### config.mk
export PLATFORM = sky130hd
export DESIGN_NAME = adcrf_top
export DESIGN_NICKNAME = d
export VERILOG_FILES = /design/src/rtl/adcrf_pkg.sv /design/src/rtl/adcrf_sampler.sv /design/src/rtl/adcrf_formatter.sv /design/src/rtl/adcrf_top.sv
export SDC_FILE = /design/constraint.sdc
export NUM_CORES = 1
export LEC_CHECK = 0
export BUFFER_PORTS_ARGS = -buffer_cell sky130_fd_sc_hd__buf_4
export CORE_MARGIN = 8
export CORE_UTILIZATION = 45
export CTS_BUF_LIST = sky130_fd_sc_hd__clkbuf_16
export DETAILED_ROUTE_END_ITERATION = 10
export PLACE_DENSITY = 0.66
export SLEW_MARGIN = 10
export SYNTH_ARGS = -nofsm -noshare
export SYNTH_HDL_FRONTEND = slang
export SYNTH_SLANG_ARGS = --single-unit
### constraint.sdc
create_clock -name sys_clk_i -period 2.4 [get_ports sys_clk_i]
set_input_delay 0.36 -clock sys_clk_i [delete_from_list [all_inputs] [get_ports sys_clk_i]]
set_output_delay 0.36 -clock sys_clk_i [all_outputs]
set_load 0.02 [all_outputs]
### src/rtl/adcrf_pkg.sv
// shared constants and types for the conversion result formatter
package adcrf_pkg;
	// register byte offsets
	localparam logic [3:0] ADCRF_CTRL_OFS = 4'h0;
	localparam logic [3:0] ADCRF_CAL_OFS = 4'h4;
	localparam logic [3:0] ADCRF_RESULT_OFS = 4'h8;
	localparam logic [3:0] ADCRF_STATUS_OFS = 4'hC;
	// control field positions
	localparam int ADCRF_SIGNED_BIT = 0;
	localparam int ADCRF_RES8_BIT = 1;
	localparam int ADCRF_LEFT_BIT = 2;
	localparam int ADCRF_REF_LSB = 4;
	localparam int ADCRF_GAIN_LSB = 8;
	localparam int ADCRF_SAMP_LSB = 12;
	localparam int ADCRF_START_BIT = 31;
	// field widths
	localparam int ADCRF_REF_W = 3;
	localparam int ADCRF_GAIN_W = 3;
	localparam int ADCRF_SAMP_W = 6;
	localparam int ADCRF_CAL_W = 16;
	// reset values
	localparam logic [31:0] ADCRF_CTRL_RST = 32'h0000_0000;
	localparam logic [15:0] ADCRF_CAL_RST = 16'h0000;
	// gain code one means unity amplification
	localparam logic [2:0] ADCRF_GAIN_UNITY = 3'h1;
	// reference choices
	typedef enum logic [2:0] {
		ADCRF_REF_BANDGAP_1V00,
		ADCRF_REF_VCC_DIV1P6,
		ADCRF_REF_VCC_DIV2,
		ADCRF_REF_EXT_PORTA,
		ADCRF_REF_EXT_PORTD
	} adcrf_ref_type;
	// result range limits
	localparam logic [11:0] ADCRF_U12_TOP = 12'hFFF;
	localparam logic [11:0] ADCRF_ZERO12 = 12'h000;
	localparam logic [3:0] ADCRF_ZERO4 = 4'h0;
	localparam logic [7:0] ADCRF_ZERO8 = 8'h00;
	localparam logic [31:0] ADCRF_ZERO32 = 32'h0000_0000;
endpackage

### src/rtl/adcrf_sampler.sv
// sampling window counter in half converter clock steps
`timescale 1ns/1ps
module adcrf_sampler #(
	parameter int SAMP_W = 6
) (
	input wire logic sys_clk_i,
	input wire logic rst_b_i,
	input wire logic start_i,
	input wire logic [SAMP_W-1:0] extend_i,
	input wire logic half_tick_i,
	output logic done_o
);
	import adcrf_pkg::*;
	typedef struct packed {
		logic busy;
		logic [SAMP_W:0] cnt;
		logic done;
	} adcrf_smp_type;
	adcrf_smp_type s_reg, s_next;
	// base window two half steps, plus the software extension
	always_comb begin
		s_next = s_reg;
		s_next.done = 1'b0;
		if (start_i && !s_reg.busy) begin
			s_next.busy = 1'b1;
			s_next.cnt = {1'b0, extend_i} + (SAMP_W+1)'(2);
		end else if (s_reg.busy && half_tick_i) begin
			if (s_reg.cnt <= (SAMP_W+1)'(1)) begin
				s_next.busy = 1'b0;
				s_next.cnt = '0;
				s_next.done = 1'b1;
			end else begin
				s_next.cnt = s_reg.cnt - (SAMP_W+1)'(1);
			end
		end
	end
	// state register
	always_ff @(posedge sys_clk_i or negedge rst_b_i) begin
		if (!rst_b_i) begin
			s_reg <= '0;
		end else begin
			s_reg <= s_next;
		end
	end
	assign done_o = s_reg.done;
endmodule // adcrf_sampler

### src/rtl/adcrf_formatter.sv
// combinational shaping of a raw code into the 16-bit result word
`timescale 1ns/1ps
module adcrf_formatter (
	input wire logic signed_i,
	input wire logic res8_i,
	input wire logic left_i,
	input wire logic [12:0] raw_i,
	output logic [15:0] word_o
);
	import adcrf_pkg::*;
	logic [11:0] v12;
	// raw_i is a 13-bit two's complement code from the core
	always_comb begin
		v12 = raw_i[11:0];
		word_o = 16'h0000;
		if (!signed_i) begin
			if (raw_i[12]) begin
				v12 = ADCRF_ZERO12;
			end else if (raw_i[11:0] > ADCRF_U12_TOP) begin
				v12 = ADCRF_U12_TOP;
			end
		end
		if (res8_i) begin
			word_o = {{8{signed_i & v12[11]}}, v12[11:4]};
		end else if (left_i) begin
			word_o = {v12, ADCRF_ZERO4};
		end else begin
			word_o = {{4{signed_i & v12[11]}}, v12};
		end
	end
endmodule // adcrf_formatter

### src/rtl/adcrf_top.sv
// conversion result formatting with avalon register slave
//
// Chosen here: the Avalon-MM slave port and the address map.
`timescale 1ns/1ps
module adcrf_top #(
	parameter int SAMP_W = adcrf_pkg::ADCRF_SAMP_W,
	parameter int CONV12_HALF = 24,
	parameter int CONV8_HALF = 16
) (
	input wire logic sys_clk_i,
	input wire logic rst_b_i,
	input wire logic [3:0] avs_address_i,
	input wire logic avs_read_i,
	input wire logic avs_write_i,
	input wire logic [31:0] avs_writedata_i,
	input wire logic [3:0] avs_byteenable_i,
	output logic [31:0] avs_readdata_o,
	output logic avs_waitrequest_o,
	input wire logic adc_clk_i,
	input wire logic [12:0] core_code_i,
	input wire logic core_valid_i,
	output logic core_sample_o,
	output logic [adcrf_pkg::ADCRF_REF_W-1:0] ref_sel_o,
	output logic [adcrf_pkg::ADCRF_GAIN_W-1:0] gain_sel_o,
	output logic signed_mode_o,
	output logic [adcrf_pkg::ADCRF_CAL_W-1:0] cal_o,
	output logic result_ready_o
);
	import adcrf_pkg::*;

	typedef enum logic [1:0] {
		ST_IDLE,
		ST_SAMPLE,
		ST_CONVERT,
		ST_WAIT_CORE
	} adcrf_state_type;

	typedef struct packed {
		logic [31:0] ctrl;
		logic [15:0] cal;
		logic [15:0] result;
		logic ready;
		logic overrun;
		adcrf_state_type state;
		logic [5:0] conv_cnt;
		logic start_pulse;
		logic [2:0] clk_sync;
		logic [1:0] vld_sync;
		logic [12:0] code_hold;
		logic ack;
		logic [31:0] rdata;
		logic sample;
	} adcrf_all_type;

	adcrf_all_type s_reg, s_next;
	logic half_tick;
	logic samp_done;
	logic [15:0] fmt_word;
	logic bus_req;
	logic [31:0] wmask;
	logic [31:0] status_word;

	// both converter clock edges make a half step tick
	assign half_tick = s_reg.clk_sync[2] ^ s_reg.clk_sync[1];
	assign bus_req = (avs_read_i | avs_write_i) & ~s_reg.ack;
	assign wmask = {{8{avs_byteenable_i[3]}}, {8{avs_byteenable_i[2]}},
		{8{avs_byteenable_i[1]}}, {8{avs_byteenable_i[0]}}};
	assign status_word = {29'h0000_0000, s_reg.state != ST_IDLE,
		s_reg.overrun, s_reg.ready};

	adcrf_sampler #(
		.SAMP_W(SAMP_W)
	) u_sampler (
		.sys_clk_i(sys_clk_i),
		.rst_b_i(rst_b_i),
		.start_i(s_reg.start_pulse),
		.extend_i(s_reg.ctrl[ADCRF_SAMP_LSB +: SAMP_W]),
		.half_tick_i(half_tick),
		.done_o(samp_done)
	);

	adcrf_formatter u_fmt (
		.signed_i(s_reg.ctrl[ADCRF_SIGNED_BIT]),
		.res8_i(s_reg.ctrl[ADCRF_RES8_BIT]),
		.left_i(s_reg.ctrl[ADCRF_LEFT_BIT]),
		.raw_i(s_reg.code_hold),
		.word_o(fmt_word)
	);

	// next state of bus slave, sequencer and synchronisers
	always_comb begin
		s_next = s_reg;
		s_next.start_pulse = 1'b0;
		s_next.ack = 1'b0;
		s_next.clk_sync = {s_reg.clk_sync[1:0], adc_clk_i};
		s_next.vld_sync = {s_reg.vld_sync[0], core_valid_i};
		// bus access: one wait cycle, then acknowledged
		if (bus_req) begin
			s_next.ack = 1'b1;
			s_next.rdata = ADCRF_ZERO32;
			if (avs_write_i) begin
				case (avs_address_i)
					ADCRF_CTRL_OFS: begin
						s_next.ctrl = (s_reg.ctrl & ~wmask) |
							(avs_writedata_i & wmask);
						s_next.ctrl[ADCRF_START_BIT] = 1'b0;
						s_next.start_pulse = avs_writedata_i[ADCRF_START_BIT] &
							avs_byteenable_i[3];
					end
					ADCRF_CAL_OFS: begin
						if (avs_byteenable_i[0]) begin
							s_next.cal[7:0] = avs_writedata_i[7:0];
						end
						if (avs_byteenable_i[1]) begin
							s_next.cal[15:8] = avs_writedata_i[15:8];
						end
					end
					default: begin
					end
				endcase
			end else begin
				case (avs_address_i)
					ADCRF_CTRL_OFS: begin
						s_next.rdata = s_reg.ctrl;
					end
					ADCRF_CAL_OFS: begin
						s_next.rdata = {16'h0000, s_reg.cal};
					end
					ADCRF_RESULT_OFS: begin
						s_next.rdata = {16'h0000, s_reg.result};
						s_next.ready = 1'b0;
						s_next.overrun = 1'b0;
					end
					ADCRF_STATUS_OFS: begin
						s_next.rdata = status_word;
					end
					default: begin
						s_next.rdata = ADCRF_ZERO32;
					end
				endcase
			end
		end
		// conversion sequencer
		case (s_reg.state)
			ST_IDLE: begin
				if (s_reg.start_pulse) begin
					s_next.state = ST_SAMPLE;
					s_next.sample = 1'b1;
				end
			end
			ST_SAMPLE: begin
				if (samp_done) begin
					s_next.sample = 1'b0;
					s_next.state = ST_CONVERT;
					s_next.conv_cnt = s_reg.ctrl[ADCRF_RES8_BIT] ?
						6'(CONV8_HALF) : 6'(CONV12_HALF);
				end
			end
			ST_CONVERT: begin
				if (half_tick) begin
					if (s_reg.conv_cnt <= 6'h01) begin
						s_next.state = ST_WAIT_CORE;
					end else begin
						s_next.conv_cnt = s_reg.conv_cnt - 6'h01;
					end
				end
			end
			ST_WAIT_CORE: begin
				if (s_reg.vld_sync[1]) begin
					s_next.code_hold = core_code_i;
					s_next.state = ST_IDLE;
				end
			end
			default: begin
				s_next.state = ST_IDLE;
			end
		endcase
		// result write; set wins over the read clear
		if (s_reg.state == ST_IDLE && s_reg.code_hold != 13'h0000 ||
			s_reg.ack == 1'b0 && 1'b0) begin
		end
	end

	logic load_res_reg;
	// a one-cycle delayed strobe loads the formatted word
	always_ff @(posedge sys_clk_i or negedge rst_b_i) begin
		if (!rst_b_i) begin
			load_res_reg <= 1'b0;
		end else begin
			load_res_reg <= (s_reg.state == ST_WAIT_CORE) && s_reg.vld_sync[1];
		end
	end

	// state register; result load overrides bus clear
	always_ff @(posedge sys_clk_i or negedge rst_b_i) begin
		if (!rst_b_i) begin
			s_reg <= '0;
			s_reg.ctrl <= ADCRF_CTRL_RST;
			s_reg.cal <= ADCRF_CAL_RST;
			s_reg.state <= ST_IDLE;
		end else begin
			s_reg <= s_next;
			if (load_res_reg) begin
				s_reg.result <= fmt_word;
				s_reg.ready <= 1'b1;
				s_reg.overrun <= s_reg.ready;
			end
		end
	end

	assign avs_readdata_o = s_reg.rdata;
	assign avs_waitrequest_o = ~s_reg.ack;
	assign core_sample_o = s_reg.sample;
	assign ref_sel_o = s_reg.ctrl[ADCRF_REF_LSB +: ADCRF_REF_W];
	// gain passed to the front end
	assign gain_sel_o = s_reg.ctrl[ADCRF_GAIN_LSB +: ADCRF_GAIN_W];
	assign signed_mode_o = s_reg.ctrl[ADCRF_SIGNED_BIT];
	assign cal_o = s_reg.cal;
	assign result_ready_o = s_reg.ready;
endmodule // adcrf_top

* Word-level counts from Yosys, hierarchy flattened
Index checks and enable logic that the tools add are counted.
** Cells by class
- Add/sub/neg operators :: 3
- $lt $le $gt $ge :: 3
- Eq/ne operators :: 13
- Muxes and demuxes :: 33
- Bitwise logic cells :: 10
- Reduce and logical (&&, ||, !) cells :: 22
** Operators by type and width (number)
- one-hot mux 31 bit (4 select lines) :: 1
- bitwise AND 31 bit :: 2
- 2-to-1 mux 12 bit :: 3
- 2-to-1 mux 33 bit :: 1
- 2-to-1 mux 16 bit :: 2
- 2-to-1 mux 31 bit :: 1
- inverter 31 bit :: 1
- OR 31 bit :: 1
- 2-to-1 mux 8 bit :: 3
- 2-to-1 mux 2 bit :: 7
- nonzero test 2 bit :: 7
- greater-than comparator 12 bit, second input constant :: 1
- one-hot mux 6 bit (2 select lines) :: 1
- AND reduction 4 bit :: 3
- 2-to-1 mux 9 bit :: 1
- AND reduction 3 bit :: 3
- equality test 4 bit, second input constant :: 2
- 2-to-1 mux 1 bit :: 8
- inequality test 2 bit, second input constant :: 4
- one-hot mux 2 bit (4 select lines) :: 1
- adder 6 x 2 -> 7 bit, second input constant :: 1
- less-or-equal comparator 7 x 1 -> 1 bit, second input constant :: 1
- 2-to-1 mux 7 bit :: 1
- subtractor 7 x 1 -> 7 bit, second input constant :: 1
- 19 further kinds :: 27
** Storage, ports and cells
- Flip-flop bits (word level) :: 136
- Input port bits :: 59
- Output and inout port bits :: 58
- Logic and storage cells :: 103

* Depth between registers and ports, before layout
Gate-level depths: netlist of run 1.
- Depth after elaboration :: 7
- Gate-level depth with buffers :: 7
- Depth with buffers taken out :: 6

* Cells and area by module
Synthesis of run 1 repeated with hierarchy kept, for this count alone.
** Unflattened totals
- Cells, all modules :: 553
- Area total of the unflattened synthesis :: 6645.1 sq um
** By module, submodules not included
- adcrf_top :: instances 1, cells an instance 434, area each 5659.2 sq um, sequential area each 3153.0 sq um
- adcrf_sampler :: instances 1, cells an instance 64, area each 601.8 sq um, sequential area each 225.2 sq um
- adcrf_formatter :: instances 1, cells an instance 55, area each 384.1 sq um, sequential area each 0.0 sq um

* Worst setup path after synthesis of run 1
No wires, ideal clock.
- Path kind :: in2reg
- From :: input avs_address_i[1]
- To :: register (tool-made name)
- Setup time :: 128 ps
- Data arrival time :: 1618 ps
- Path slack :: 654 ps
- Stages :: 5
- Path buffers :: 1
- Cell sequence :: or4_1 buf_2 nor2b_4 nand2_2 mux2_1
** RTL lines
- start, declared :: RTL line adcrf_top.sv:12 : input wire logic [3:0] avs_address_i,

* Worst setup path after layout of run 1
- From :: register s_reg[60] (netlist bit)
- To :: register s_reg[60] (netlist bit)
** Between the ends
- Word-level cells in the longest chain between the ends :: 3
** RTL lines
- start, declared :: RTL line adcrf_top.sv:55 : adcrf_all_type s_reg, s_next;
- start signal, assigned :: RTL line adcrf_top.sv:202 : s_reg <= s_next;
- equality test 2 bit (tied with other cells) :: RTL line adcrf_top.sv:144 : case (s_reg.state)
- inequality test 2 x 1 -> 1 bit (no source line) / inequality test 2 bit (equally long branches)
- AND reduction 5 bit (no source line)
Parallel ways exist; a longest one is shown, timed or not.
A chain may end at the register's enable or synchronous reset.

==> results of run 1 <==
area by class of cell:
class	instances	area, sq um	share of cell area
repair buffers	129	975	0.124
clock buffers	17	425	0.0542
inverters	19	71.3	0.00909
well taps	184	230	0.0293
clock inverters	12	115	0.0147
flip-flops and latches	135	3380	0.431
multi-input cells	352	2650	0.338
kinds of logic (layout without fill, tap and decap cells):
logic type               count (synthesis)  in the layout  synth area share
AO/OA/AOI/OAI                          115            115             0.124
adder cells (fa/ha/maj)                 10             10            0.0189
other                                    1              1          0.000568
AND/OR/NAND/NOR                        128            128            0.0978
buffers and inverters                   98            177            0.0875
flip-flops                             135            135             0.512
multiplexers                            92             92             0.152
XOR/XNOR                                 6              6           0.00796
critical path, stage by stage (launching register included):
cell	delay (ps)
dfrtp_1	390
inv_1	90
ha_1	310
nand2b_1	280
o221ai_1	200
a21oi_1	220
mux2_2	360
through the flow:
stage / total power, mW / cell area (sq um)
after floorplan: 4.81 / 6600
after global placement: 5.34 / 7300
after CTS: 7.89 / 7850
after detailed placement: 5.45 / 7300
final: 7.84 / 7850
after global routing: 8.29 / 7850
synthesized netlist by cell type (all sizes together) (4+ instances only):
master	count	area share
nand2	43	0.025
nor3	7	0.0061
or4	4	0.0045
mux2i	25	0.038
o221ai	5	0.0066
dfrtp	135	0.51
o21ai	26	0.020
mux2	67	0.11
a21oi	24	0.018
clkbuf	18	0.010
o2bb2ai	4	0.0053
xnor2	4	0.0053
a22o	29	0.038
ha	10	0.019
nand2b	6	0.0057
nor2b	6	0.0068
nor2	33	0.022
buf	61	0.066
a32oi	4	0.0053
inv	19	0.011
nand3	12	0.0091
worst max path at each step:
stage / depth (start not counted) / slack [ps] / startpoint / end
3_3_place_gp: 5 / 350 / avs_address_i[3] / flip-flop
3_5_place_dp: 5 / 300 / avs_address_i[3] / flip-flop
6_report: 6 / 430 / s_reg[60]$_DFFE_PN0P_ / s_reg[60]$_DFFE_PN0P_
5_1_grt: 6 / 290 / s_reg[60]$_DFFE_PN0P_ / s_reg[60]$_DFFE_PN0P_
2_1_floorplan: 5 / 650 / avs_address_i[1] / flip-flop
4_1_cts: 6 / 430 / s_reg[60]$_DFFE_PN0P_ / s_reg[60]$_DFFE_PN0P_
timing repair:
action | CTS | global route
hold buffers | 1 | 0
endpoints found under the hold margin | 8 | 0
endpoints found under the setup margin | 0 | 0
power breakdown:
part / internal, mW / switching [mW]
registers: 2.80 / 0.541
clock network: 1.49 / 0.929
logic: 1.00 / 1.08
metal layers:
layer | global-route usage | vias to the layer above
met5 | 0 | -
met4 | 0.0688 | 0
met3 | 0.0396 | 18
met2 | 0.277 | 108
met1 | 0.223 | 2283
li1 | - | 2166
==> impl_metrics.toml, run 1 <==
[run_status]
outcome = "complete, no violations"

[worst_setup_path]
crit_path_start_kind = "flip-flop"
timing.critical_path.required_ps = 2690
timing.rr.start = "s_reg[60]$_DFFE_PN0P_"
end_kind = "flip-flop"
timing.rr.end = "s_reg[60]$_DFFE_PN0P_"
regToRegSetupSlack_ps = 430
path_class = "flip-flop to flip-flop"
critical_path.max_fanout = 11
timing.critical_path.arrival_ps = 2260
timing.reg2reg.worst_path_depth = 6

[synthesis]
mappedNetlistNets = 654
mean_post_synth_cell_area_sq_um = 11.3
synth.lib_cells_used.distinct = 57
synth-main-ff-cell = "dfrtp_1"
synth_edf_count = 0
synth-seq-cells = 135
mappedNetlistArea_sq_um = 6600
synth_async_sr_flop_share = 1.00
synthCells = 585
sequential_cell_area_fraction_in_the_yosys_report = 0.512
synth.yosys.warnings = 0

[detailed_routing]
route.vias.total = 4575
routed-wl-met2_microns = 7700
via_per_inst = 5.40
routedLengthMet1_microns = 7150
drt_total_wl_microns = 15700
ant_nets = 0
post_drt_wl_per_cell_microns = 18.5
drt_pass1_iterations = 4
detailedRoute.firstIterationViolations = 307
drcViolationCount = 0
wl_met3_microns = 633
maxUsedRoutingLayer = "met4"

[sta]
hold_viol = 0
final_max_slew_viol_count = 0
rsz0062_at_grt = "false"
layout_setup_ws_ps = 435
report.final.setup_viol = 0
timing.slew.headroom = 0.515
final_period_minus_worst_setup_slack_ps = 1970
final.setup_skew_ps = 4.45
tightestPinTransition_ps = 723
achievable-frequency_ghz = 0.509
finalSetupTns_ps = 0
hold_slack_ps = 55.0
final.period_utilization = 0.819

[cts]
cts.repair.resized = 0
post-cts-setup-buffer-count = 0
insertion_delay_ps = 410
cts_inserted_buffers = 17
cts.sink_count = 135
htreeDepth = 4
clockBufferDepth = 2
worst_setup_hold_path_clk_slew_ps = 50
clock_tree_from_tritoncts = "built"
cts_root_buf = "clkbuf_16"

[place]
routability_congestion_estimate_from_global_placement = 0.831
dp.final_hpwl_microns = 11700
place.port_buffers = 115
dp_slack_ps = 300
dp_cells = 818

[power]
vdd_ir_drop_max_uv = 513
power.density_nw_per_um2 = 999
cellLeakagePower_nw = 3.73

[final_layout]
n_antenna_cell = 0
area_growth_pct = 18.8
mostFrequentLayoutCell = "dfrtp_1"
n_fill_cell = 1235
finish.cell_count_without_fillers = 848
fin_nets = 723
drive_above_1_share = 0.336
post-route-util = 0.544
mostFrequentLayoutCells = "dfrtp_1, buf_4, mux2_2"

[grt]
grt_max_degree = 74
gr-usage-all-layers = 0.173
grt_first_pass_wirelength_microns = 25500
first_global_vias = 4938
gr-total-overflow = 0
initial_antenna_violation_count = 0

[die]
floorplan.initialDensity = 0.458
core.rowCount = 44
placeable_core_area_sq_um = 14400
floorplan.die.width_microns = 137
die_height_microns = 137
pin_count = 117
design.die.area_sq_um = 18800

[worst_hold_path]
timing.hold.worst_path_depth = 1
worst_hold_path_type = "input pin to flip-flop"
worst_min_delay_path_endpoint = "s_next[48]$_DFF_PN0_"
timing.hold.worst.start = "core_valid_i"

[job]
drv_cap = 0
Power figures use the tool's default switching activity.
==> inputs of run 2 (changes only) <==
PLACE_DENSITY = 0.69   (was 0.66)
clock period = 1.7 ns   (was 2.4 ns; I/O delays follow)
==> run 2 against run 1 <==
  * Maximum frequency grew 16%
  * Non-clock buffer count grew 38
  * Hold slack is essentially flat
  * Final area grew 6.1%
  * Core utilization grew 3.3 points
  * Largest cell class unchanged
  * Sequential share of layout area shrank 2.4 points
  * First-iteration DRC count shrank 24%
==> impl_metrics.toml, run 2 (synthesis gave the netlist of run 1 again) <==
[detailed_routing]
route.vias.total = 4788
detailedRoute.firstIterationViolations = 233
drcViolationCount = 0
post_drt_wl_per_cell_microns = 18.1
via_per_inst = 5.39
ant_nets = 0
drt_pass1_iterations = 6
drt_total_wl_microns = 16100

[die]
core.rowCount = 44
die_height_microns = 137
design.die.area_sq_um = 18800
floorplan.die.width_microns = 137
placeable_core_area_sq_um = 14400
pin_count = 117
floorplan.initialDensity = 0.458

[grt]
initial_antenna_violation_count = 0
grt_max_degree = 44
gr-total-overflow = 0
first_global_vias = 5131
gr-usage-all-layers = 0.177
grt_first_pass_wirelength_microns = 25900

[run_status]
outcome = "complete, no violations"

[final_layout]
drive_above_1_share = 0.394
finish.cell_count_without_fillers = 889
mostFrequentLayoutCells = "buf_4, dfrtp_1, mux2_2"
mostFrequentLayoutCell = "buf_4"
post-route-cell-area_sq_um = 8330
n_fill_cell = 1218
fin_nets = 761
area.sequential_sq_um = 3380
post-route-util = 0.577
multiInputGateArea_sq_um = 2750
area_growth_pct = 26.1
n_antenna_cell = 0

[place]
dp.final_hpwl_microns = 11900
place.port_buffers = 115
dp_slack_ps = -179
placement.cell_area_sq_um = 7630
dp_cells = 852
routability_congestion_estimate_from_global_placement = 0.827

[worst_setup_path]
critical_path.cell_chain = "buf_4, or2_4, a2111oi_4, mux2i_1, a221oi_1"
end_kind = "flip-flop"
timing.critical_path.arrival_ps = 2000
timing.rr.end = "s_reg[56]$_DFFE_PN0P_"
crit_end = "s_reg[56]$_DFFE_PN0P_"
cp_num_buf_inv = 1
worst_path_max_delay_cell = "dfrtp_2"
critical_path.max_stage_delay_ps = 440
timing.rr.start = "s_reg[53]$_DFFE_PN0P_"
worst-path-stages = 5
regToRegSetupSlack_ps = 5
crit_path_start_kind = "flip-flop"
timing.reg2reg.worst_path_depth = 5
critical_path.max_fanout = 5
critical_path.top_delay_family = "compound AO/OA/AOI/OAI gates"
path_class = "flip-flop to flip-flop"
critPathLaunch = "s_reg[53]$_DFFE_PN0P_"
timing.critical_path.required_ps = 2010

[job]
drv_cap = 0

[power]
power.density_nw_per_um2 = 1410
cellLeakagePower_nw = 3.95
vdd_ir_drop_max_uv = 733

[sta]
rsz0062_at_grt = "true"
final_max_slew_viol_count = 0
finalSetupTns_ps = 0
report.final.setup_viol = 0
hold_viol = 0
final.period_utilization = 0.997
final_period_minus_worst_setup_slack_ps = 1690
layout_setup_ws_ps = 5.02
final.setup_skew_ps = 9.11
achievable-frequency_ghz = 0.590

[cts]
insertion_delay_ps = 420
cts_inserted_buffers = 17
clockBufferDepth = 2
worst_setup_hold_path_clk_slew_ps = 60
htreeDepth = 4
clock_tree_from_tritoncts = "built"
cts_root_buf = "clkbuf_16"
cts.sink_count = 135

[worst_hold_path]
worst_hold_path_type = "input pin to flip-flop"
run 2: changes by cell type in the layout (fill, tap and decap cells not counted), moves of 3 or more:
| cell | before | now |
|---|---|---|
| inv_2 | 0 | 3 |
| buf_4 | 127 | 158 |
| buf_12 | 0 | 5 |
| ha_1 | 10 | 7 |
run 2: worst reg2reg max path, cell delays in order (launching register included):
cell and delay (ps):
dfrtp_2 440, buf_4 160, or2_4 240, a2111oi_4 340, mux2i_1 130, a221oi_1 290
run 2: layout make-up:
cell class	count	area share
clock inverters	15	0.0167
repair buffers	167	0.159
multi-input cells	352	0.330
well taps	184	0.0277
clock buffers	17	0.0511
flip-flops and latches	135	0.406
inverters	19	0.00857
run 2: stage by stage:
stage	hold WS [ps]	total power, mW
floorplan	-40.6	6.81
global placement	205	7.89
detailed placement	210	8.01
CTS	38.4	11.7
global route	39.1	12.4
finish	54.6	11.7
run 2: timing repair:
item,CTS,global route
resized for setup,7,16
pin swaps,3,5
hold endpoints to repair,41,0
hold buffers,3,0
setup endpoints to repair,5,34
buffers inserted,2,0
run 2: power breakdown:
group	internal, mW	leakage [nW]	total (mW)	switching (mW)
clock	2.13	0.275	3.52	1.39
combinational	1.80	1.94	3.56	1.75
sequential	3.95	1.74	4.62	0.670
run 2: how the worst min path moves through the flow:
stage / start / to / depth (start not counted)
final: avs_writedata_i[20] / flip-flop / 2
after global routing: avs_writedata_i[27] / flip-flop / 2
after CTS: avs_writedata_i[20] / flip-flop / 2
after detailed placement: rst_b_i / s_reg[53]$_DFFE_PN0P_ / 1
after global placement: rst_b_i / s_reg[53]$_DFFE_PN0P_ / 1
after floorplan: rst_b_i / asynchronous set/reset pin / 0
run 2: routing by layer:
layer  GRT usage  wire (microns)  vias up
li1            -               -     2244
met1       0.221            6970     2398
met2       0.286            8130      130
met3      0.0587             844       16
met4      0.0531             155        0
met5           0               0        -
